<file path="config.mk">
export PLATFORM = sky130hd
export DESIGN_NAME = sysctl_top
export DESIGN_NICKNAME = d
export VERILOG_FILES = /design/src/sysctl_pkg.sv /design/src/ratio_rate_gen.sv /design/src/sysctl_top.sv
export VERILOG_INCLUDE_DIRS = /design/src
export SDC_FILE = /design/constraint.sdc
export NUM_CORES = 1
export LEC_CHECK = 0
export ABC_AREA = 1
export BUFFER_PORTS_ARGS = -buffer_cell sky130_fd_sc_hd__buf_2
export CAP_MARGIN = 20
export CORE_MARGIN = 4
export CORE_UTILIZATION = 30
export CTS_BUF_LIST = sky130_fd_sc_hd__clkbuf_16
export CTS_CLUSTER_DIAMETER = 30
export DETAILED_ROUTE_END_ITERATION = 7
export GPL_ROUTABILITY_DRIVEN = 1
export GPL_TIMING_DRIVEN = 0
export SYNTH_ARGS = -nofsm -noshare
export SYNTH_HDL_FRONTEND = slang
export SYNTH_SLANG_ARGS = --single-unit
export TNS_END_PERCENT = 1
</file>
<file path="constraint.sdc">
create_clock -name SYS_CLK -period 3.61 [get_ports SYS_CLK]
set_input_delay 0.722 -clock SYS_CLK [delete_from_list [all_inputs] [get_ports SYS_CLK]]
set_output_delay 0.722 -clock SYS_CLK [all_outputs]
set_load 0.02 [all_outputs]
</file>
<file path="src/sysctl_defines.svh">
// Register offsets, field positions, reset values and rate constants of the clock control block.
`ifndef SYSCTL_DEFINES_SVH
`define SYSCTL_DEFINES_SVH

// ==========================================================================
// Register word addresses
// ==========================================================================
`define ADDR_W              22
`define OFS_HS_PRESCALE     22'h00701A
`define OFS_LS_PRESCALE     22'h00701B
`define OFS_CLOCK_GATE      22'h00701C
`define OFS_LOW_POWER_0     22'h00701E
`define OFS_LOW_POWER_1     22'h00701F
`define OFS_PLL_RATIO       22'h007021
`define OFS_SYS_STATUS      22'h007022
`define OFS_WD_COUNT        22'h007023
`define OFS_WD_KEY          22'h007025
`define OFS_WD_CONTROL      22'h007029

// ==========================================================================
// Fields and reset values
// ==========================================================================
`define DATA_W              16
`define RATIO_W             4
`define RATIO_LSB           0
`define RATIO_MSB           3
`define RATIO_RESET         4'h0
`define RATIO_BYPASS        4'h0
`define RATIO_MAX           4'hA
`define REG_RESET           16'h0000

// ==========================================================================
// Rate generation
// ==========================================================================
`define XCLK_DIV_DEFAULT    8
`define ACC_W               8
`endif

</file>
<file path="src/sysctl_pkg.sv">
// Types shared by the clock control block.
package sysctl_pkg;

	// Register select; codes 0 to 7 index the plain storage words.
	typedef enum logic [3:0] {
		SEL_HS_PRESCALE = 4'b0000,
		SEL_LS_PRESCALE = 4'b0001,
		SEL_CLOCK_GATE  = 4'b0010,
		SEL_LOW_POWER_0 = 4'b0011,
		SEL_LOW_POWER_1 = 4'b0100,
		SEL_SYS_STATUS  = 4'b0101,
		SEL_WD_KEY      = 4'b0110,
		SEL_WD_CONTROL  = 4'b0111,
		SEL_PLL_RATIO   = 4'b1000,
		SEL_WD_COUNT    = 4'b1001,
		SEL_NONE        = 4'b1111
	} reg_sel_t;

endpackage

</file>
<file path="src/ratio_rate_gen.sv">
// Fractional enable generator that turns a ratio code into system clock enable pulses.
`timescale 1ns/1ps
`include "sysctl_defines.svh"

module ratio_rate_gen
	import sysctl_pkg::*;
#(
	parameter int XCLK_DIV = `XCLK_DIV_DEFAULT
) (
	input  wire logic                 clk,
	input  wire logic                 rst,
	input  wire logic [`RATIO_W-1:0]  ratio,
	output logic                      tick
);

	localparam logic [`ACC_W-1:0] DEN = `ACC_W'(2 * XCLK_DIV);

	logic [`ACC_W-1:0] acc_reg;
	logic [`ACC_W-1:0] acc_next;
	logic              tick_reg;
	logic              tick_next;
	logic [`ACC_W-1:0] step;
	logic [`ACC_W-1:0] sum;

	// ======================================================================
	// Accumulator
	// ======================================================================
	// One reference cycle stands for 1/XCLK_DIV of an input clock period, so
	// adding n per cycle against 2*XCLK_DIV gives input*n/2. Bypass and the
	// reserved codes add one, which gives input/2.
	always_comb begin
		if (ratio == `RATIO_BYPASS || ratio > `RATIO_MAX) begin
			step = `ACC_W'(1);
		end else begin
			step = `ACC_W'(ratio);
		end
		sum = acc_reg + step;
		if (sum >= DEN) begin
			acc_next  = sum - DEN;
			tick_next = 1'b1;
		end else begin
			acc_next  = sum;
			tick_next = 1'b0;
		end
	end

	always_ff @(posedge clk) begin
		if (rst) begin
			acc_reg  <= '0;
			tick_reg <= 1'b0;
		end else begin
			acc_reg  <= acc_next;
			tick_reg <= tick_next;
		end
	end

	assign tick = tick_reg;

	// ======================================================================
	// Checks
	// ======================================================================
	acc_bound_a: assert property (@(posedge clk) disable iff (rst)
		acc_reg < DEN)
		else $error("rate accumulator out of range");

	bypass_rate_a: assert property (@(posedge clk) disable iff (rst)
		(tick_reg && ratio == `RATIO_BYPASS && $stable(ratio)) |=> !tick_reg)
		else $error("bypass rate produced back to back ticks");

endmodule

</file>
<file path="src/sysctl_top.sv">
// System clock control: protected register map, PLL ratio register and clock enables.
//
// Function
// - The CPU clock enable and the system clock output enable are one and the same pulse.
// - Writes to any register of the map take effect only while the protected-write unlock is on.
// - Only the external reset pin returns the PLL ratio register to its reset value.
// - A debug emulation reset leaves the PLL ratio register unchanged.
// - The multiplication ratio is taken from bits 3 to 0 of the PLL ratio register.
// - Codes 1 to 10 give input times n over two, code 0 gives input over two, 11 to 15 are reserved.
`timescale 1ns/1ps
`include "sysctl_defines.svh"

module sysctl_top
	import sysctl_pkg::*;
#(
	parameter int XCLK_DIV = `XCLK_DIV_DEFAULT
) (
	input  wire logic                 SYS_CLK,
	input  wire logic                 RST,
	input  wire logic                 DEBUG_RESET,
	input  wire logic                 PROT_UNLOCK,
	input  wire logic [`ADDR_W-1:0]   BUS_ADDR,
	input  wire logic                 BUS_WE,
	input  wire logic                 BUS_RE,
	input  wire logic [`DATA_W-1:0]   BUS_WDATA,
	output logic      [`DATA_W-1:0]   BUS_RDATA,
	output logic                      BUS_RVALID,
	output logic                      WRITE_BLOCKED,
	output logic      [`RATIO_W-1:0]  PLL_RATIO,
	output logic                      PLL_BYPASS,
	output logic                      CPU_CLK_EN,
	output logic                      SYSCLK_OUT_EN
);

	// ======================================================================
	// Address decoding
	// ======================================================================
	function automatic reg_sel_t decode(input logic [`ADDR_W-1:0] addr);
		reg_sel_t sel;
		sel = SEL_NONE;
		if (addr == `OFS_HS_PRESCALE) begin
			sel = SEL_HS_PRESCALE;
		end else if (addr == `OFS_LS_PRESCALE) begin
			sel = SEL_LS_PRESCALE;
		end else if (addr == `OFS_CLOCK_GATE) begin
			sel = SEL_CLOCK_GATE;
		end else if (addr == `OFS_LOW_POWER_0) begin
			sel = SEL_LOW_POWER_0;
		end else if (addr == `OFS_LOW_POWER_1) begin
			sel = SEL_LOW_POWER_1;
		end else if (addr == `OFS_PLL_RATIO) begin
			sel = SEL_PLL_RATIO;
		end else if (addr == `OFS_SYS_STATUS) begin
			sel = SEL_SYS_STATUS;
		end else if (addr == `OFS_WD_COUNT) begin
			sel = SEL_WD_COUNT;
		end else if (addr == `OFS_WD_KEY) begin
			sel = SEL_WD_KEY;
		end else if (addr == `OFS_WD_CONTROL) begin
			sel = SEL_WD_CONTROL;
		end
		return sel;
	endfunction

	// True for the words held in the plain storage array.
	function automatic logic is_store(input reg_sel_t sel);
		return (sel[3] == 1'b0);
	endfunction

	reg_sel_t sel;
	logic     mapped;
	logic     wr_try;
	logic     wr_ok;

	always_comb begin
		sel    = decode(BUS_ADDR);
		mapped = (sel != SEL_NONE);
		// A debug reset in the same cycle takes precedence over the write.
		wr_try = BUS_WE && mapped && !DEBUG_RESET;
		wr_ok  = wr_try && PROT_UNLOCK;
	end

	// ======================================================================
	// PLL ratio register
	// ======================================================================
	// Its reset is tied to the pin reset alone; the debug reset reaches
	// this process only through wr_ok, by dropping a write in its cycle.
	// Reserved codes are stored and read back as written; only code 0000
	// raises the bypass flag.
	logic [`RATIO_W-1:0] ratio_reg;
	logic [`RATIO_W-1:0] ratio_next;
	logic                bypass_reg;
	logic                bypass_next;

	always_comb begin
		ratio_next = ratio_reg;
		if (wr_ok && sel == SEL_PLL_RATIO) begin
			ratio_next = BUS_WDATA[`RATIO_MSB:`RATIO_LSB];
		end
		bypass_next = (ratio_next == `RATIO_BYPASS);
	end

	always_ff @(posedge SYS_CLK) begin
		if (RST) begin
			ratio_reg  <= `RATIO_RESET;
			bypass_reg <= 1'b1;
		end else begin
			ratio_reg  <= ratio_next;
			bypass_reg <= bypass_next;
		end
	end

	assign PLL_RATIO  = ratio_reg;
	assign PLL_BYPASS = bypass_reg;

	// ======================================================================
	// Remaining protected registers
	// ======================================================================
	// The prescaler, gating, low-power, status and watchdog words are held
	// as plain storage here; the logic they steer lives elsewhere. Both the
	// pin reset and the debug reset clear them.
	// Writes to the watchdog count are dropped, since that word has no
	// storage of its own.
	logic [`DATA_W-1:0] store_reg  [0:7];
	logic [`DATA_W-1:0] store_next [0:7];

	always_comb begin
		for (int i = 0; i < 8; i++) begin
			store_next[i] = store_reg[i];
		end
		if (DEBUG_RESET) begin
			for (int i = 0; i < 8; i++) begin
				store_next[i] = `REG_RESET;
			end
		end else if (wr_ok && is_store(sel)) begin
			store_next[sel[2:0]] = BUS_WDATA;
		end
	end

	always_ff @(posedge SYS_CLK) begin
		for (int i = 0; i < 8; i++) begin
			if (RST) begin
				store_reg[i] <= `REG_RESET;
			end else begin
				store_reg[i] <= store_next[i];
			end
		end
	end

	// ======================================================================
	// Read port and refusal flag
	// ======================================================================
	// Unmapped words and the watchdog count read as zero; reads need no
	// unlock, so software can always see the current ratio.
	logic [`DATA_W-1:0] rdata_reg;
	logic [`DATA_W-1:0] rdata_next;
	logic               rvalid_reg;
	logic               rvalid_next;
	logic               blocked_reg;
	logic               blocked_next;

	always_comb begin
		rdata_next = rdata_reg;
		if (BUS_RE) begin
			if (sel == SEL_PLL_RATIO) begin
				rdata_next = {{(`DATA_W-`RATIO_W){1'b0}}, ratio_reg};
			end else if (is_store(sel)) begin
				rdata_next = store_reg[sel[2:0]];
			end else begin
				rdata_next = `REG_RESET;
			end
		end
		rvalid_next  = BUS_RE;
		blocked_next = wr_try && !PROT_UNLOCK;
	end

	always_ff @(posedge SYS_CLK) begin
		if (RST) begin
			rdata_reg   <= `REG_RESET;
			rvalid_reg  <= 1'b0;
			blocked_reg <= 1'b0;
		end else begin
			rdata_reg   <= rdata_next;
			rvalid_reg  <= rvalid_next;
			blocked_reg <= blocked_next;
		end
	end

	assign BUS_RDATA     = rdata_reg;
	assign BUS_RVALID    = rvalid_reg;
	assign WRITE_BLOCKED = blocked_reg;

	// ======================================================================
	// Clock enables
	// ======================================================================
	// The rate generator ticks at the input clock rate times n over two,
	// counted in reference cycles. A new ratio takes effect one cycle after
	// it shows on the ratio output, and the enables lag the tick by a cycle.
	logic rate_tick;
	logic cpu_en_reg;
	logic sys_en_reg;
	logic en_next;

	ratio_rate_gen #(
		.XCLK_DIV (XCLK_DIV)
	) u_rate (
		.clk   (SYS_CLK),
		.rst   (RST),
		.ratio (ratio_reg),
		.tick  (rate_tick)
	);

	always_comb begin
		en_next = rate_tick;
	end

	// Both enables come from the same source so they never drift apart.
	always_ff @(posedge SYS_CLK) begin
		if (RST) begin
			cpu_en_reg <= 1'b0;
			sys_en_reg <= 1'b0;
		end else begin
			cpu_en_reg <= en_next;
			sys_en_reg <= en_next;
		end
	end

	assign CPU_CLK_EN    = cpu_en_reg;
	assign SYSCLK_OUT_EN = sys_en_reg;

	// ======================================================================
	// Checks
	// ======================================================================
	// The checks are off while the pin reset is high; the reset checks
	// look at the first edge after its release, where RST has just fallen.
	clk_same_a: assert property (@(posedge SYS_CLK) disable iff (RST)
		CPU_CLK_EN == SYSCLK_OUT_EN)
		else $error("cpu and system clock enables differ");

	enable_idle_a: assert property (@(posedge SYS_CLK) disable iff (RST)
		$fell(RST) |-> (!CPU_CLK_EN && !SYSCLK_OUT_EN))
		else $error("clock enables active straight after reset");

	lock_guard_a: assert property (@(posedge SYS_CLK) disable iff (RST)
		(BUS_WE && !PROT_UNLOCK && sel == SEL_PLL_RATIO) |=> $stable(PLL_RATIO))
		else $error("locked write changed the ratio");

	blocked_flag_a: assert property (@(posedge SYS_CLK) disable iff (RST)
		(BUS_WE && mapped && !DEBUG_RESET) |=> (WRITE_BLOCKED == !$past(PROT_UNLOCK)))
		else $error("refusal flag wrong for write");

	ratio_reset_a: assert property (@(posedge SYS_CLK) disable iff (RST)
		$fell(RST) |-> (PLL_RATIO == `RATIO_RESET && PLL_BYPASS))
		else $error("ratio not cleared by pin reset");

	ratio_only_a: assert property (@(posedge SYS_CLK) disable iff (RST)
		$changed(PLL_RATIO) |-> ($past(RST) || $past(wr_ok && sel == SEL_PLL_RATIO)))
		else $error("ratio changed without pin reset or write");

	debug_keep_a: assert property (@(posedge SYS_CLK) disable iff (RST)
		DEBUG_RESET |=> $stable(PLL_RATIO))
		else $error("debug reset altered the ratio");

	ratio_field_a: assert property (@(posedge SYS_CLK) disable iff (RST)
		(wr_ok && sel == SEL_PLL_RATIO) |=> PLL_RATIO == $past(BUS_WDATA[3:0]))
		else $error("ratio field not taken from low bits");

	bypass_flag_a: assert property (@(posedge SYS_CLK) disable iff (RST)
		PLL_BYPASS == (PLL_RATIO == `RATIO_BYPASS))
		else $error("bypass flag disagrees with ratio");

	ratio_read_a: assert property (@(posedge SYS_CLK) disable iff (RST)
		(BUS_RE && sel == SEL_PLL_RATIO) |=>
			(BUS_RVALID && BUS_RDATA == {12'h000, $past(PLL_RATIO)}))
		else $error("ratio read returned wrong value");

	ratio_high_a: assert property (@(posedge SYS_CLK) disable iff (RST)
		$past(BUS_RE && sel == SEL_PLL_RATIO) |-> (BUS_RDATA[15:4] == 12'h000))
		else $error("ratio read upper bits not zero");

	rvalid_pulse_a: assert property (@(posedge SYS_CLK) disable iff (RST)
		BUS_RVALID == $past(BUS_RE))
		else $error("read valid not one cycle after read strobe");

	store_guard_a: assert property (@(posedge SYS_CLK) disable iff (RST)
		(wr_try && !PROT_UNLOCK && is_store(sel)) |=>
			(store_reg[$past(sel[2:0])] == $past(store_reg[sel[2:0]])))
		else $error("locked write changed a protected word");

	store_write_a: assert property (@(posedge SYS_CLK) disable iff (RST)
		(wr_ok && is_store(sel)) |=> (store_reg[$past(sel[2:0])] == $past(BUS_WDATA)))
		else $error("unlocked write not stored");

	pll_write_c: cover property (@(posedge SYS_CLK) disable iff (RST)
		wr_ok && sel == SEL_PLL_RATIO && BUS_WDATA[3:0] == 4'hA);

	blocked_c: cover property (@(posedge SYS_CLK) disable iff (RST)
		WRITE_BLOCKED);

	debug_hold_c: cover property (@(posedge SYS_CLK) disable iff (RST)
		DEBUG_RESET && PLL_RATIO != `RATIO_BYPASS);

	fast_tick_c: cover property (@(posedge SYS_CLK) disable iff (RST)
		SYSCLK_OUT_EN && PLL_RATIO == 4'hA);

	reserved_code_c: cover property (@(posedge SYS_CLK) disable iff (RST)
		PLL_RATIO > `RATIO_MAX && SYSCLK_OUT_EN);

endmodule
</file>
==> run_results.csv <==
group,metric,value,unit
die,ios,69,
clock_tree,cts_setup_buffers,0,
die,start_util,30.8,%
die,die_h,172,um
flow_run,cap_violations,0,
clock_tree,clk_latency,0.43,ns
detailed_routing,first_pass_iters,6,
timing,skew,0.00822,ns
critical_path,reg2reg_slack,0.45,ns
clock_tree,cts_root_buffer,"clkbuf_16",
clock_tree,cts_resized,0,
global_routing,grt_overflow,0,
yosys,async_reset_ff_share,0,%
timing,maxSlewHeadroom,50.1,%
placement,portBuffers,66,
pwr,power.density,425,mW/mm^2
cells_and_area,largest_register_ffs,128,
placement,hpwl,20.6,mm
die,die_area,0.0296,mm^2
die,core-area,0.0263,mm^2
yosys,syn_area,0.00809,mm^2
critical_path,critPathMaxStageDelay,0.42,ns
detailed_routing,ant_nets,0,
yosys,yosysUniqueCellTypes,37,
global_routing,antenna_found_initial,0,
yosys,synth-seq-cells,161,
yosys,ys_seq_area_share,39.9,%
placement,place_congestion,0.912,
hold_path,hold_class,"reg -> reg",
hold_path,holdCritStartpoint,"u_rate.tick$_SDFF_PP0_",
clock_tree,cts_inserted_buffers,17,
cells_and_area,final_common_cell,"nand2_1",
pwr,cellLeakagePower,3.60,nW
die,rows,59,
hold_path,whs_path_depth,2,
detailed_routing,drt_iter0_markers,984,
critical_path,cp_max_fo,4,
timing,fin_tns_setup,0,ns
clock_tree,cts.clk_slew.worst_paths,0.07,ns
critical_path,path_common_cell,"inv_1",
cells_and_area,fin_area,0.00944,mm^2
critical_path,critPathKind,"reg -> reg",
critical_path,r2r_cells,18,
detailed_routing,drt-wirelength-per-cell,16.8,um
yosys,yosys_warnings,0,
critical_path,cp.required,3.98,ns
timing,period_needed,3.16,ns
yosys,synth_edf_count,0,
cells_and_area,area_growth,16.7,%
timing,final-max-slew-violation-count,0,
clock_tree,cts.sink_count,161,
timing,worst_pin_slew,0.749,ns
global_routing,grt_pass1_vias,7728,
yosys,ys.flop_type,"dfxtp_1",
yosys,avgSynthCellArea,6.61,um^2
cells_and_area,nets,1360,
global_routing,grt_max_degree,17,
clock_tree,clockBufferDepth,2,
detailed_routing,drc_errors,0,
die,die_x,172,um
hold_path,holdPathEnd,"SYSCLK_OUT_EN$_SDFF_PP0_",
status,status,"finished, final reports clean",
timing,setup_violations,0,
yosys,syn_inst,1224,
pwr,vdd_drop_max,340,uV
critical_path,crit_arrival,3.53,ns
critical_path,critPathSlowestCell,"fa_1",
critical_path,r2r_start,"PLL_RATIO[0]$_SDFF_PP0_",
detailed_routing,avgViaCountPerCell,5.17,
cells_and_area,drive_above_1_share,11.7,%
clock_tree,cts_hold_buf,0,
detailed_routing,routed_wl,27.8,mm
critical_path,startpoint_type,"flop",
timing,clock.fmax,0.316,GHz
clock_tree,cts_tree,"done",
cells_and_area,layout_common_cells,"250 x nand2_1, 228 x nand3_1, 172 x nor2_1, 161 x dfxtp_1, 126 x a21oi_1",
clock_tree,htree_levels,4,
pwr,finalPower,4.02,mW
detailed_routing,vias,8554,
global_routing,grt_pass1_wl,42.8,mm
timing,rsz0062_at_grt,"false",
placement,dpl-instance-area,0.00884,mm^2
timing,finalHoldViolCount,0,
global_routing,grtUsageTotal,18.6,%
critical_path,r2r_end,"u_rate.acc_reg[5]$_SDFF_PP0_",
critical_path,crit_chain,"inv_1 -> o21ai_0 -> nand2_1 -> nand3_1 -> ha_1 -> inv_1 -> fa_1 -> o21ai_0 -> xor2_1 -> inv_1 -> ha_1 -> nand3_1 -> nor3_1 -> nor2_1 -> nand2_1 -> inv_1 -> o21ai_0 -> a21oi_1",
critical_path,cp-end-kind,"flop",
cells_and_area,n_antenna_cell,0,
yosys,syn_nets,1275,
timing,fin_crit_sh,87.5,%
## per-stage QoR
step / std cells / hold WS (ns) / worst slack (ns) / utilization, %
global placement: 1625 / 0.398 / 0.240 / 33.6
CTS: 1656 / 0.408 / 0.448 / 35.9
global route: 1656 / 0.424 / 0.130 / 35.9
floorplan: 1224 / 0.388 / 0.725 / -
finish: 1656 / 0.405 / 0.450 / 35.9
detailed placement: 1625 / 0.399 / 0.238 / 33.6
## worst max path at each step
stage	from	end	slack [ns]	cells after the start
6_report	PLL_RATIO[0]$_SDFF_PP0_	u_rate.acc_reg[5]$_SDFF_PP0_	0.45	18
5_1_grt	PLL_RATIO[0]$_SDFF_PP0_	u_rate.acc_reg[5]$_SDFF_PP0_	0.13	18
4_1_cts	PLL_RATIO[0]$_SDFF_PP0_	u_rate.acc_reg[5]$_SDFF_PP0_	0.45	18
3_5_place_dp	BUS_ADDR[7]	BUS_RDATA[8]$_SDFFE_PP0P_	0.24	13
3_3_place_gp	BUS_ADDR[7]	BUS_RDATA[8]$_SDFFE_PP0P_	0.24	13
2_1_floorplan	PLL_RATIO[0]$_SDFF_PP0_	u_rate.acc_reg[4]$_SDFF_PP0_	0.73	17
## synth_stat cells (all sizes together) (4+ instances only)
master,count,area [um^2]
nand4,12,75.1
nand2,251,945
a21oi,127,639
dfxtp,161,3220
clkbuf,39,146
o21ai,62,310
ha,6,75.1
nand3,229,1150
buf,54,274
inv,64,240
nand3b,4,30.0
nor2,177,682
nor4,16,100
## kinds of logic (layout without fill, tap and decap cells)
kind of cell | Yosys count | in the layout | synth area share, %
compound gates | 194 | 194 | 12.2
flops | 161 | 161 | 39.9
xor+xnor | 6 | 6 | 0.650
fa+ha+maj | 7 | 7 | 1.18
buf+inv | 158 | 255 | 8.21
simple gates | 698 | 698 | 37.9
## worst max-delay path, delay by kind of cell (launching register included)
kind | cells | cell delay, ns
buffers and inverters | 4 | 0.38
flip-flops | 1 | 0.36
AO/OA/AOI/OAI | 4 | 0.73
XOR/XNOR | 1 | 0.28
AND/OR/NAND/NOR | 6 | 0.54
adder cells (fa/ha/maj) | 3 | 0.79
## routing by layer
layer / wire, um / GRT usage (%) / vias up
met5: 0 / 0 / -
met4: 703 / 6.02 / 0
met3: 2190 / 3.70 / 60
li1: - / - / 4234
met2: 12400 / 29.4 / 341
met1: 12500 / 25.5 / 3919
## cell type report
class	instances	area, um^2
Buffer	93	420
Clock buffer	17	425
Clock inverter	14	179
Fill cell	2869	16800
Inverter	65	244
Multi-Input combinational cell	905	4200
Sequential cell	161	3220
Tap cell	335	419
Timing Repair Buffer	66	330
## power breakdown
part	internal, mW	switching, mW
clock	1.10	0.798
combinational	0.0970	0.206
sequential	1.81	0.0109
total	3.00	1.02
Power figures use the tool's default switching activity.
